**src/hdl/wis_cfg.svh**
```systemverilog
`ifndef WIS_CFG_SVH
`define WIS_CFG_SVH

// register byte offsets
`define WIS_OFF_CTRL 8'h00
`define WIS_OFF_STATUS 8'h04
`define WIS_OFF_MASK 8'h08
`define WIS_OFF_STRAP 8'h0c
`define WIS_OFF_ENDIAN 8'h10

// control fields
`define WIS_CTRL_WAKE_EN 0
`define WIS_CTRL_POL_HIGH 1
`define WIS_CTRL_PUSH_PULL 2
`define WIS_CTRL_SLEEP 3

// status / mask fields
`define WIS_EVT_WAKE 0
`define WIS_EVT_RESUME 1

// reset values and the fixed endian word
`define WIS_CTRL_RST 4'h0
`define WIS_MASK_RST 2'h0
`define WIS_ENDIAN_VAL 32'h87654321

// synchroniser edges to wait before the strap level is trusted
`define WIS_STRAP_SETTLE 3'h4

// default link settings from the strap: {speed100, full_duplex, autoneg}
`define WIS_LINK_STRAP_HI 3'h7
`define WIS_LINK_STRAP_LO 3'h2

// axi answer codes
`define WIS_RESP_OKAY 2'h0
`define WIS_RESP_SLVERR 2'h2

`endif

```
**src/hdl/wis_pkg.sv**
```systemverilog
package wis_pkg;

  typedef enum logic [1:0] {
    WIS_ST_AWAKE,
    WIS_ST_SLEEP
  } wis_pwr_e;

  typedef struct packed {
    logic speed100;
    logic full_duplex;
    logic autoneg;
  } wis_link_s;

  typedef struct packed {
    logic pin_o;
    logic pin_oe;
  } wis_pin_s;

endpackage : wis_pkg

```
**src/hdl/wis_sync.sv**
```systemverilog
module wis_sync
  import wis_pkg::*;
(
  // clock and reset
  input wire logic core_clk_i,
  input wire logic sys_rst_i,
  // async level
  input wire logic async_i,
  // stable level and change pulse
  output logic level_o,
  output logic change_o
);

  typedef struct packed {
    logic s1;
    logic s2;
    logic s3;
    logic level;
    logic change;
  } wis_sync_s;

  wis_sync_s st_ff;
  wis_sync_s nxt_st;

  always_comb begin
    nxt_st = st_ff;
    nxt_st.s1 = async_i;
    nxt_st.s2 = st_ff.s1;
    nxt_st.s3 = st_ff.s2;
    nxt_st.change = 1'b0;
    // only accept a level once the last two stages agree
    if (st_ff.s2 == st_ff.s3 && st_ff.s3 != st_ff.level) begin
      nxt_st.level = st_ff.s3;
      nxt_st.change = 1'b1;
    end
  end

  always_ff @(posedge core_clk_i or posedge sys_rst_i) begin
    if (sys_rst_i) begin
      st_ff <= '0;
    end else begin
      st_ff <= nxt_st;
    end
  end

  assign level_o = st_ff.level;
  assign change_o = st_ff.change;

endmodule : wis_sync

```
**src/hdl/wis_top.sv**
```systemverilog
// Our own choices: the AXI4-Lite register port and the address map.
`include "wis_cfg.svh"
module wis_top
  import wis_pkg::*;
(
  // clock and reset
  input wire logic core_clk_i,
  input wire logic sys_rst_i,
  // host parallel bus strobes (pins)
  input wire logic chip_select_n_i,
  input wire logic write_strobe_n_i,
  // wake event from detection logic, same clock
  input wire logic wake_event_i,
  // speed strap pin
  input wire logic speed_strap_i,
  // wake request pin
  output logic wake_request_out_o,
  output logic wake_request_out_oe_o,
  // device state
  output logic sleeping_o,
  output wis_link_s link_default_o,
  output logic irq_o,
  // axi4-lite write address
  input wire logic s_axi_awvalid,
  output logic s_axi_awready,
  input wire logic [7:0] s_axi_awaddr,
  // axi4-lite write data
  input wire logic s_axi_wvalid,
  output logic s_axi_wready,
  input wire logic [31:0] s_axi_wdata,
  input wire logic [3:0] s_axi_wstrb,
  // axi4-lite write response
  output logic s_axi_bvalid,
  input wire logic s_axi_bready,
  output logic [1:0] s_axi_bresp,
  // axi4-lite read address
  input wire logic s_axi_arvalid,
  output logic s_axi_arready,
  input wire logic [7:0] s_axi_araddr,
  // axi4-lite read data
  output logic s_axi_rvalid,
  input wire logic s_axi_rready,
  output logic [31:0] s_axi_rdata,
  output logic [1:0] s_axi_rresp
);

  typedef struct packed {
    logic aw_held;
    logic [7:0] aw_addr;
    logic w_held;
    logic [31:0] w_data;
    logic [3:0] w_strb;
    logic bvalid;
    logic [1:0] bresp;
    logic rvalid;
    logic [31:0] rdata;
    logic [1:0] rresp;
    logic [3:0] ctrl;
    logic [1:0] status;
    logic [1:0] mask;
    wis_pwr_e pwr;
    logic wake_req;
    logic strap_taken;
    logic [2:0] strap_wait;
    wis_link_s link;
    logic irq;
  } wis_top_s;

  wis_top_s st_ff;
  wis_top_s nxt_st;

  logic cs_sync;
  logic wr_sync;
  logic strap_sync;
  wis_pin_s wake_pin;

  //////////////////////////////////////////////////////////////////////////////
  // pin synchronisers

  wis_sync u_sync_cs (
    .core_clk_i(core_clk_i),
    .sys_rst_i(sys_rst_i),
    .async_i(~chip_select_n_i),
    .level_o(cs_sync),
    .change_o()
  );

  wis_sync u_sync_wr (
    .core_clk_i(core_clk_i),
    .sys_rst_i(sys_rst_i),
    .async_i(~write_strobe_n_i),
    .level_o(wr_sync),
    .change_o()
  );

  wis_sync u_sync_strap (
    .core_clk_i(core_clk_i),
    .sys_rst_i(sys_rst_i),
    .async_i(speed_strap_i),
    .level_o(strap_sync),
    .change_o()
  );

  //////////////////////////////////////////////////////////////////////////////
  // helpers

  function automatic logic [31:0] wis_merge(input logic [31:0] old_v, input logic [31:0] new_v,
                                            input logic [3:0] strb);
    logic [31:0] res;
    res = old_v;
    for (int i = 0; i < 4; i++) begin
      if (strb[i]) begin
        res[i*8 +: 8] = new_v[i*8 +: 8];
      end
    end
    return res;
  endfunction : wis_merge

  function automatic wis_link_s wis_link_from_strap(input logic strap);
    return strap ? `WIS_LINK_STRAP_HI : `WIS_LINK_STRAP_LO;
  endfunction : wis_link_from_strap

  // one address map for both channels: unmapped offsets answer with an error
  function automatic logic [1:0] wis_resp_for(input logic [7:0] addr);
    logic [1:0] res;
    res = `WIS_RESP_SLVERR;
    unique case (addr)
      `WIS_OFF_CTRL, `WIS_OFF_STATUS, `WIS_OFF_MASK, `WIS_OFF_STRAP, `WIS_OFF_ENDIAN: res = `WIS_RESP_OKAY;
      default: res = `WIS_RESP_SLVERR;
    endcase
    return res;
  endfunction : wis_resp_for

  // read mux; unmapped offsets read as zero
  function automatic logic [31:0] wis_read_data(input logic [7:0] addr, input wis_top_s s);
    logic [31:0] res;
    res = 32'h0;
    unique case (addr)
      `WIS_OFF_CTRL: res = {28'h0, s.ctrl};
      `WIS_OFF_STATUS: res = {30'h0, s.status};
      `WIS_OFF_MASK: res = {30'h0, s.mask};
      `WIS_OFF_STRAP: res = {28'h0, s.pwr == WIS_ST_SLEEP, s.link};
      `WIS_OFF_ENDIAN: res = `WIS_ENDIAN_VAL;
      default: res = 32'h0;
    endcase
    return res;
  endfunction : wis_read_data

  //////////////////////////////////////////////////////////////////////////////
  // next state

  logic do_write;
  logic do_read;
  logic host_write;
  logic [31:0] wr_val;
  logic [1:0] evt;

  always_comb begin
    nxt_st = st_ff;
    evt = 2'h0;
    wr_val = 32'h0;
    // low-active strobes were inverted before the synchroniser, so high means asserted
    host_write = cs_sync & wr_sync;

    // axi address and data may arrive in either order
    if (s_axi_awvalid && s_axi_awready) begin
      nxt_st.aw_held = 1'b1;
      nxt_st.aw_addr = s_axi_awaddr;
    end
    if (s_axi_wvalid && s_axi_wready) begin
      nxt_st.w_held = 1'b1;
      nxt_st.w_data = s_axi_wdata;
      nxt_st.w_strb = s_axi_wstrb;
    end
    if (st_ff.bvalid && s_axi_bready) begin
      nxt_st.bvalid = 1'b0;
    end
    if (st_ff.rvalid && s_axi_rready) begin
      nxt_st.rvalid = 1'b0;
    end

    // a new write waits until the previous response has been taken
    do_write = st_ff.aw_held && st_ff.w_held && !st_ff.bvalid;
    if (do_write) begin
      nxt_st.aw_held = 1'b0;
      nxt_st.w_held = 1'b0;
      nxt_st.bvalid = 1'b1;
      nxt_st.bresp = wis_resp_for(st_ff.aw_addr);
      wr_val = wis_merge(32'h0, st_ff.w_data, st_ff.w_strb);
      unique case (st_ff.aw_addr)
        `WIS_OFF_CTRL: nxt_st.ctrl = wr_val[3:0];
        `WIS_OFF_STATUS: nxt_st.status = st_ff.status & ~wr_val[1:0];
        `WIS_OFF_MASK: nxt_st.mask = wr_val[1:0];
        // read-only and unmapped offsets change no register
        default: ;
      endcase
    end

    do_read = s_axi_arvalid && s_axi_arready;
    if (do_read) begin
      nxt_st.rvalid = 1'b1;
      nxt_st.rresp = wis_resp_for(s_axi_araddr);
      nxt_st.rdata = wis_read_data(s_axi_araddr, st_ff);
    end

    // power state: sleep entered by software, left only by a host write
    unique case (st_ff.pwr)
      WIS_ST_AWAKE: begin
        if (nxt_st.ctrl[`WIS_CTRL_SLEEP] && !st_ff.ctrl[`WIS_CTRL_SLEEP]) begin
          nxt_st.pwr = WIS_ST_SLEEP;
        end
      end
      WIS_ST_SLEEP: begin
        // wake events and the request pin do not change the power state here
        if (host_write) begin
          nxt_st.pwr = WIS_ST_AWAKE;
          nxt_st.ctrl[`WIS_CTRL_SLEEP] = 1'b0;
          nxt_st.wake_req = 1'b0;
          evt[`WIS_EVT_RESUME] = 1'b1;
        end
      end
      default: nxt_st.pwr = WIS_ST_AWAKE;
    endcase

    // request held until the host wakes the device or disables signalling
    if (wake_event_i && st_ff.ctrl[`WIS_CTRL_WAKE_EN] && st_ff.pwr == WIS_ST_SLEEP) begin
      nxt_st.wake_req = 1'b1;
      evt[`WIS_EVT_WAKE] = 1'b1;
    end
    if (!st_ff.ctrl[`WIS_CTRL_WAKE_EN]) begin
      nxt_st.wake_req = 1'b0;
    end

    // set wins over a clear in the same cycle
    nxt_st.status = nxt_st.status | evt;

    // strap caught once the synchroniser has passed on the level seen at reset release;
    // taking it on the first edge would read the synchroniser's reset value instead
    if (!st_ff.strap_taken) begin
      if (st_ff.strap_wait == `WIS_STRAP_SETTLE) begin
        nxt_st.strap_taken = 1'b1;
        nxt_st.link = wis_link_from_strap(strap_sync);
      end else begin
        nxt_st.strap_wait = st_ff.strap_wait + 3'h1;
      end
    end

    // taken from the next state so irq_o moves on the same edge as the status bits
    nxt_st.irq = |(nxt_st.status & nxt_st.mask);
  end

  always_ff @(posedge core_clk_i or posedge sys_rst_i) begin
    if (sys_rst_i) begin
      st_ff <= '0;
      st_ff.ctrl <= `WIS_CTRL_RST;
      st_ff.mask <= `WIS_MASK_RST;
      st_ff.pwr <= WIS_ST_AWAKE;
    end else begin
      st_ff <= nxt_st;
    end
  end

  //////////////////////////////////////////////////////////////////////////////
  // wake pin driver

  // registered so the pin cannot glitch while the mode bits change
  wis_wake_pin u_wake_pin (
    .core_clk_i(core_clk_i),
    .sys_rst_i(sys_rst_i),
    .request_i(st_ff.wake_req),
    .pol_high_i(st_ff.ctrl[`WIS_CTRL_POL_HIGH]),
    .push_pull_i(st_ff.ctrl[`WIS_CTRL_PUSH_PULL]),
    .pin_o(wake_pin)
  );

  //////////////////////////////////////////////////////////////////////////////
  // outputs

  assign wake_request_out_o = wake_pin.pin_o;
  assign wake_request_out_oe_o = wake_pin.pin_oe;
  assign sleeping_o = st_ff.pwr == WIS_ST_SLEEP;
  assign link_default_o = st_ff.link;
  assign irq_o = st_ff.irq;
  assign s_axi_awready = !st_ff.aw_held;
  assign s_axi_wready = !st_ff.w_held;
  assign s_axi_bvalid = st_ff.bvalid;
  assign s_axi_bresp = st_ff.bresp;
  // one read in flight: no new address while data waits
  assign s_axi_arready = !st_ff.rvalid;
  assign s_axi_rvalid = st_ff.rvalid;
  assign s_axi_rdata = st_ff.rdata;
  assign s_axi_rresp = st_ff.rresp;

endmodule : wis_top

```
**src/hdl/wis_wake_pin.sv**
```systemverilog
`include "wis_cfg.svh"
module wis_wake_pin
  import wis_pkg::*;
(
  // clock and reset
  input wire logic core_clk_i,
  input wire logic sys_rst_i,
  // control
  input wire logic request_i,
  input wire logic pol_high_i,
  input wire logic push_pull_i,
  // pin
  output wis_pin_s pin_o
);

  wis_pin_s st_ff;
  wis_pin_s nxt_st;

  always_comb begin
    nxt_st = st_ff;
    if (push_pull_i) begin
      nxt_st.pin_oe = 1'b1;
      nxt_st.pin_o = request_i ~^ pol_high_i ? 1'b1 : 1'b0;
    end else begin
      // open drain can only pull low; active-high polarity then relies on the pull-up
      nxt_st.pin_o = 1'b0;
      nxt_st.pin_oe = pol_high_i ? ~request_i : request_i;
    end
  end

  always_ff @(posedge core_clk_i or posedge sys_rst_i) begin
    if (sys_rst_i) begin
      st_ff <= '0;
    end else begin
      st_ff <= nxt_st;
    end
  end

  assign pin_o = st_ff;

endmodule : wis_wake_pin

```
**config.mk**
```make
export PLATFORM = sky130hd
export DESIGN_NAME = wis_top
export DESIGN_NICKNAME = d
export VERILOG_FILES = /design/src/hdl/wis_pkg.sv /design/src/hdl/wis_sync.sv /design/src/hdl/wis_top.sv /design/src/hdl/wis_wake_pin.sv
export VERILOG_INCLUDE_DIRS = /design/src /design/src/hdl
export SDC_FILE = /design/constraint.sdc
export NUM_CORES = 1
export LEC_CHECK = 0
export ABC_AREA = 1
export BUFFER_PORTS_ARGS = -buffer_cell sky130_fd_sc_hd__buf_2
export CAP_MARGIN = 10
export CORE_MARGIN = 2
export CORE_UTILIZATION = 30
export DETAILED_ROUTE_END_ITERATION = 16
export PLACE_DENSITY = 0.64
export SYNTH_ARGS = -nofsm -noshare
export SYNTH_HDL_FRONTEND = slang
export SYNTH_SLANG_ARGS = --single-unit
```
**constraint.sdc**
```tcl
create_clock -name core_clk_i -period 2 [get_ports core_clk_i]
set_input_delay 0.2 -clock core_clk_i [delete_from_list [all_inputs] [get_ports core_clk_i]]
set_output_delay 0.2 -clock core_clk_i [all_outputs]
set_load 0.01 [all_outputs]
```
==> metrics, run 1 <==
Critical Path AT 1.44 ns; WL final 4440 um; first-pass GRT wire length 7650 um; Core ar. roughly 8600 um^2; Antenna Nets Post-Route 0; Final Cell Area 2970 um^2; Filler cells 904; Required @ worst endpoint ~2.2 ns; Die H 97.9 um; largest net degree at the start of global routing 30; Die X 97.9 um; crit path launch type flip-flop; Final Hold Fails 0; Period minus WS final 1.24 ns; HP Class in -> reg; clock sinks 55; Worst setup EP type flip-flop; Vias per Instance 4.20; setup ws final between 0.7 and 0.8 ns; postcts setup bufs 0; peak supply drop between 0.5 and 0.6 mV; footprint of the multi-input gates 913 um^2; TritonCTS clock tree yes; relative slew slack 0.620; leak pwr 1.59 nW; Top cell by count, worst path nand2_1; P&R area growth vs syn 12.5%; cts bufs inserted 5; global placement routability congestion around 0.8; CP Max Fanout 6; first drt pass iteration count 4; DR WL/cell 10.3 um; Yosys reg bits 55; # H-tree levels 2; post-synthesis cell count 274; register area share after synthesis 0.521; Mapped Avg Cell Area ~9.6 um^2; worst skew pair latency 0.30 ns; GR Util All Layers 0.0973; Pwr Density just over 900 nW/um^2; Crit Path Class reg -> reg; Hold WS 0.0231 ns; Slowest-stage cell, CP dfrtp_1; CTS max path bufs 2; first-iteration detailed-routing DRC count 130; CTS root buffer clkbuf_8; initial antenna violation count 0; Clock transition at path regs 0.09 ns; Initial Utilization 0.306; vias in the first global route 1682; Final Core Density 0.344; Synth cell types 28; floorplan row count 34; Setup violations, final 0; dpl hpwl 3470 um; # IOs roughly 110; RSZ-0062 raised after global routing no; pre-CTS setup slack 0.759 ns; GRT Residual Overflow 0; Residual DRC 0; max-cap check violation count 0; die footprint 9580 um^2; Yosys Warn Count 0; skew final roughly 0.0035 ns; total power 2.77 mW; crit path cell chain nor2_4 > nand3_4 > nor2_8 > nand3_2 > nand2_1 > nand2_2 > nand2_1 > nand2_1; antenna cells 0; WP buf/inv 0; Pins Over Slew Limit 0; Mapped Area 2640 um^2; FF/Latch Area 1380 um^2; final net count 387; Post-Place Cells 421; Slew @ Worst Pin 0.569 ns; slowest stage delay, CP 0.42 ns; outcome complete, no violations; crit-path leading delay family simple AND/OR/NAND/NOR gates; fmax 810 MHz; final cycle utilization of the critical path 0.618; number of port buffers about 60; total number of vias between 1500 and 2000; share of cells above drive strength 1 0.311; Post-Layout Cell Count 430; DP Area 2870 um^2; Final TNS setup 0 ns
==> cell type report <==
| class | instances | area share |
|---|---|---|
| clock inverter | 1 | 0.00168 |
| inverter | 31 | 0.0391 |
| tap | 108 | 0.0454 |
| multi-input combinational | 165 | 0.307 |
| timing repair buffer | 64 | 0.116 |
| clock buffer | 6 | 0.0278 |
| sequential | 55 | 0.463 |
==> timing repair <==
item / 4_1_cts / 5_1_grt
endpoints found under the setup margin: 0 / 0
endpoints found under the hold margin: 26 / 1
hold buffers: 1 / 1
resized for setup: 0 / 0
==> layer usage <==
metal	vias up	routed length, um	global-route usage
met3	5	306	0.0243
met4	0	48	0.0288
li1	895	-	-
met1	830	2200	0.137
met2	78	1890	0.149
met5	-	0	0
==> layout by cell type, fill, tap and decap left out <==
master         count
nor2_4             2
nand3_2            2
clkbuf_8           6
inv_1             26
a21oi_1            5
nand3_1           14
nor3_2             1
o21ai_0           11
nand2_2            6
ha_1               2
or2_2              1
buf_2             61
nand3_4            2
mux2_2             9
clkinv_2           1
nand4_1            3
inv_2              5
mux2_1             1
nand3b_1           2
nor2_8             1
maj3_1             3
conb_1            18
xnor2_1            1
dfrtp_1           55
xor2_1             2
nor2_2             1
o21ai_1            4
buf_12             1
nand2_1           51
nor2_1            22
nor3_4             1
dlygate4sd3_1      2
==> sequential cells by signal, summed over array words and instances, names as in the netlist, 2 cells and up <==
signal	cells
u_sync_cs.nxt_st	2
u_sync_strap.nxt_st	2
link_default_o	2
s_axi_rdata	5
u_sync_wr.nxt_st	2
u_wake_pin.pin_o	2
st_ff	29
==> Yosys cell counts (all sizes together) <==
| master | n | area, um^2 |
|---|---|---|
| a21oi | 5 | 25.0 |
| buf | 40 | 300 |
| conb | 1 | 3.75 |
| dfrtp | 55 | 1380 |
| ha | 2 | 25.0 |
| inv | 31 | 116 |
| maj3 | 3 | 30.0 |
| mux2 | 10 | 113 |
| nand2 | 57 | 229 |
| nand3 | 18 | 125 |
| nand3b | 2 | 15.0 |
| nand4 | 3 | 18.8 |
| nor2 | 26 | 131 |
| nor3 | 2 | 26.3 |
| o21ai | 15 | 75.1 |
| or2 | 1 | 6.26 |
| xnor2 | 1 | 8.76 |
| xor2 | 2 | 17.5 |
==> cell families after synthesis <==
kind of cell,Yosys count,share of synthesized area
adders and majority gates,5,0.0208
DFF,55,0.521
AOI/OAI and AO/OA,20,0.0379
muxes,10,0.0426
and+or+nand+nor,109,0.209
other,1,0.00142
buffers and inverters,71,0.158
xor gates and xnor gates,3,0.00994
==> where the power goes <==
part / switching, mW / total, mW / leakage [nW] / internal (mW)
registers: 0.149 / 1.47 / 0.671 / 1.32
logic: 0.410 / 0.687 / 0.869 / 0.277
clock network: 0.338 / 0.611 / 0.0470 / 0.272
total: 0.897 / 2.77 / 1.59 / 1.87
==> worst register-to-register path: stages (launching register included) <==
cell	delay, ns
dfrtp_1	0.42
nor2_4	0.15
nand3_4	0.12
nor2_8	0.14
nand3_2	0.08
nand2_1	0.08
nand2_2	0.05
nand2_1	0.05
nand2_1	0.05
==> final timing paths <==
check | slack [ns] | depth (start not counted) | end | from
worst max-delay path | 0.76 | 8 | irq_o | st_ff[101]
worst min-delay path | 0.02 | 2 | u_sync_cs.nxt_st[3] | chip_select_n_i
worst max register to register | 0.76 | 8 | irq_o | st_ff[101]
worst min register to register | 0.35 | 0 | u_sync_strap.nxt_st[2] | u_sync_strap.nxt_st[3]
max in group asynchronous | 0.96 | 4 | st_ff[15] | sys_rst_i
min in group asynchronous | 0.50 | 3 | u_sync_wr.st_ff[2] | sys_rst_i
(Power assumes the default switching activity.)
==> inputs of run 2 (changes only) <==
clock period = 1.25 ns   (was 2 ns; I/O delays follow)
==> metrics, run 2 (synthesized netlist as in run 1, its figures left out) <==
outcome complete, but fails checks; failing checks negative setup slack; crit path launch type flip-flop; first-pass GRT wire length 7780 um; footprint of the multi-input gates just over 900 um^2; HP Class in -> reg; fmax about 800 MHz; DR WL/cell 10.4 um; # IOs 111; WP buf/inv 0; max-cap check violation count 0; Cells on Worst Hold Path 2; Die X 97.9 um; FF/Latch Area 1380 um^2; Final Core Density 0.360; number of port buffers just over 60; Initial Utilization 0.306; Die H 97.9 um; WL final 4570 um; Top reg by flops st_ff; source of the worst register-to-register timing path st_ff[101]; first-iteration detailed-routing DRC count 50; slowest stage delay, CP 0.41 ns; peak supply drop 1.27 mV; Final Hold Fails 0; Final Cell Area roughly 3100 um^2; Worst R2R Path Depth 5; Clock transition at path regs 0.10 ns; FF-to-FF End st_ff[17]; GRT Residual Overflow 0; Largest register FFs 29; worst skew pair latency around 0.30 ns; crit path cell chain nor2_4 > nand3_4 > nor3_4 > nand3_1 > o21ai_1; Setup violations, final 1; Period minus WS final 1.25 ns; crit-path leading delay family simple AND/OR/NAND/NOR gates; antenna cells 0; TritonCTS clock tree yes; total number of vias 1825; total power 4.83 mW; cts bufs inserted 5; Core ar. 8640 um^2; Hold Startpoint s_axi_rready; leak pwr between 1.5 and 2 nW; hold endpoint s_axi_rvalid; Required @ worst endpoint about 1.5 ns; final cycle utilization of the critical path 1.00; largest net degree at the start of global routing 44; setup ws final -0.00167 ns; CTS max path bufs 2; Slowest-stage cell, CP dfrtp_1; Vias per Instance 4.15; P&R area growth vs syn 17.6%; final net count 396; Pwr Density roughly 1600 nW/um^2; commonest non-fill, non-tap cell in the layout buf_2; share of cells above drive strength 1 0.337; clock sinks 55; # H-tree levels 2; DP Area approximately 2900 um^2; Residual DRC 0; die footprint around 9600 um^2; RSZ-0062 raised after global routing yes; CTS root buffer clkbuf_8; CP Max Fanout 4; floorplan row count 34; skew final 0.00763 ns; first drt pass iteration count 4; vias in the first global route 1667; Crit Path Class reg -> reg; reg-to-reg slack, setup -0.002 ns; pre-CTS setup slack -0.0103 ns; Pins Over Slew Limit 0; Antenna Nets Post-Route 0; initial antenna violation count 0; Filler cells 884; Critical Path AT around 1.5 ns; global placement routability congestion 0.766; dpl hpwl 3540 um; Hold WS 0.0109 ns; Worst setup EP type flip-flop; GR Util All Layers 0.0996; commonest cells after routing, fill and taps aside buf_2 (61), dfrtp_1 (55), nand2_1 (50)
-- run 2: cell count changes in the layout (fill, tap and decap cells not counted), sizes merged --
cell,delta
dlygate4sd3,+3
buf,+6
bufinv,+1
clkinvlp,+1
clkinv,-1
-- run 2: layout make-up --
| type | instances | area share |
|---|---|---|
| clock inverters | 2 | 0.0125 |
| multi-input cells | 165 | 0.301 |
| inverters | 31 | 0.0386 |
| well taps | 108 | 0.0435 |
| clock buffers | 6 | 0.0266 |
| repair buffers | 73 | 0.135 |
| flip-flops and latches | 55 | 0.443 |
-- run 2: worst max path at each step --
stage / start / endpoint / slack [ns] / cells after the start
after floorplan: s_axi_bvalid / irq_o / 0.10 / 8
after global placement: st_ff[94] / st_ff[17] / 0.02 / 5
after detailed placement: s_axi_bvalid / st_ff[17] / -0.01 / 5
after CTS: st_ff[101] / irq_o / -0.02 / 8
after global routing: st_ff[101] / irq_o / -0.11 / 8
final: st_ff[101] / st_ff[17] / -0.002 / 5
-- run 2: metal layers --
| layer | routed length [um] | global-route usage | part of all wire |
|---|---|---|---|
| met1 | 2220 | 0.135 | 0.49 |
| met2 | 2010 | 0.159 | 0.44 |
| met3 | 316 | 0.0272 | 0.069 |
| met4 | 21 | 0.0256 | 0.0046 |
| met5 | 0 | 0 | 0 |
-- run 2: where the power goes --
part           total (mW)  switching [mW]  internal, mW
Combinational        1.25           0.710         0.540
Clock                1.23           0.572         0.659
Sequential           2.35           0.233          2.12
-- run 2: worst reg2reg max path, stage by stage (launching register included) --
cell and delay (ns):
dfrtp_1 0.41, nor2_4 0.14, nand3_4 0.13, nor3_4 0.28, nand3_1 0.13, o21ai_1 0.09
-- run 2: metrics by stage --
| step | setup TNS, ns | cells |
|---|---|---|
| 2_1_floorplan | 0 | 291 |
| 3_3_place_gp | 0 | 424 |
| 3_5_place_dp | -0.0103 | 424 |
| 4_1_cts | -0.0169 | 438 |
| 5_1_grt | -0.333 | 440 |
| 6_report | -0.00167 | 440 |
-- run 2: repair_timing --
item / 4_1_cts / 5_1_grt
hold buffers: 5 / 0
gates resized for setup: 2 / 5
buffers inserted: 1 / 2
hold endpoints to repair: 16 / 0
endpoints found under the setup margin: 3 / 8
pin swaps: 0 / 3
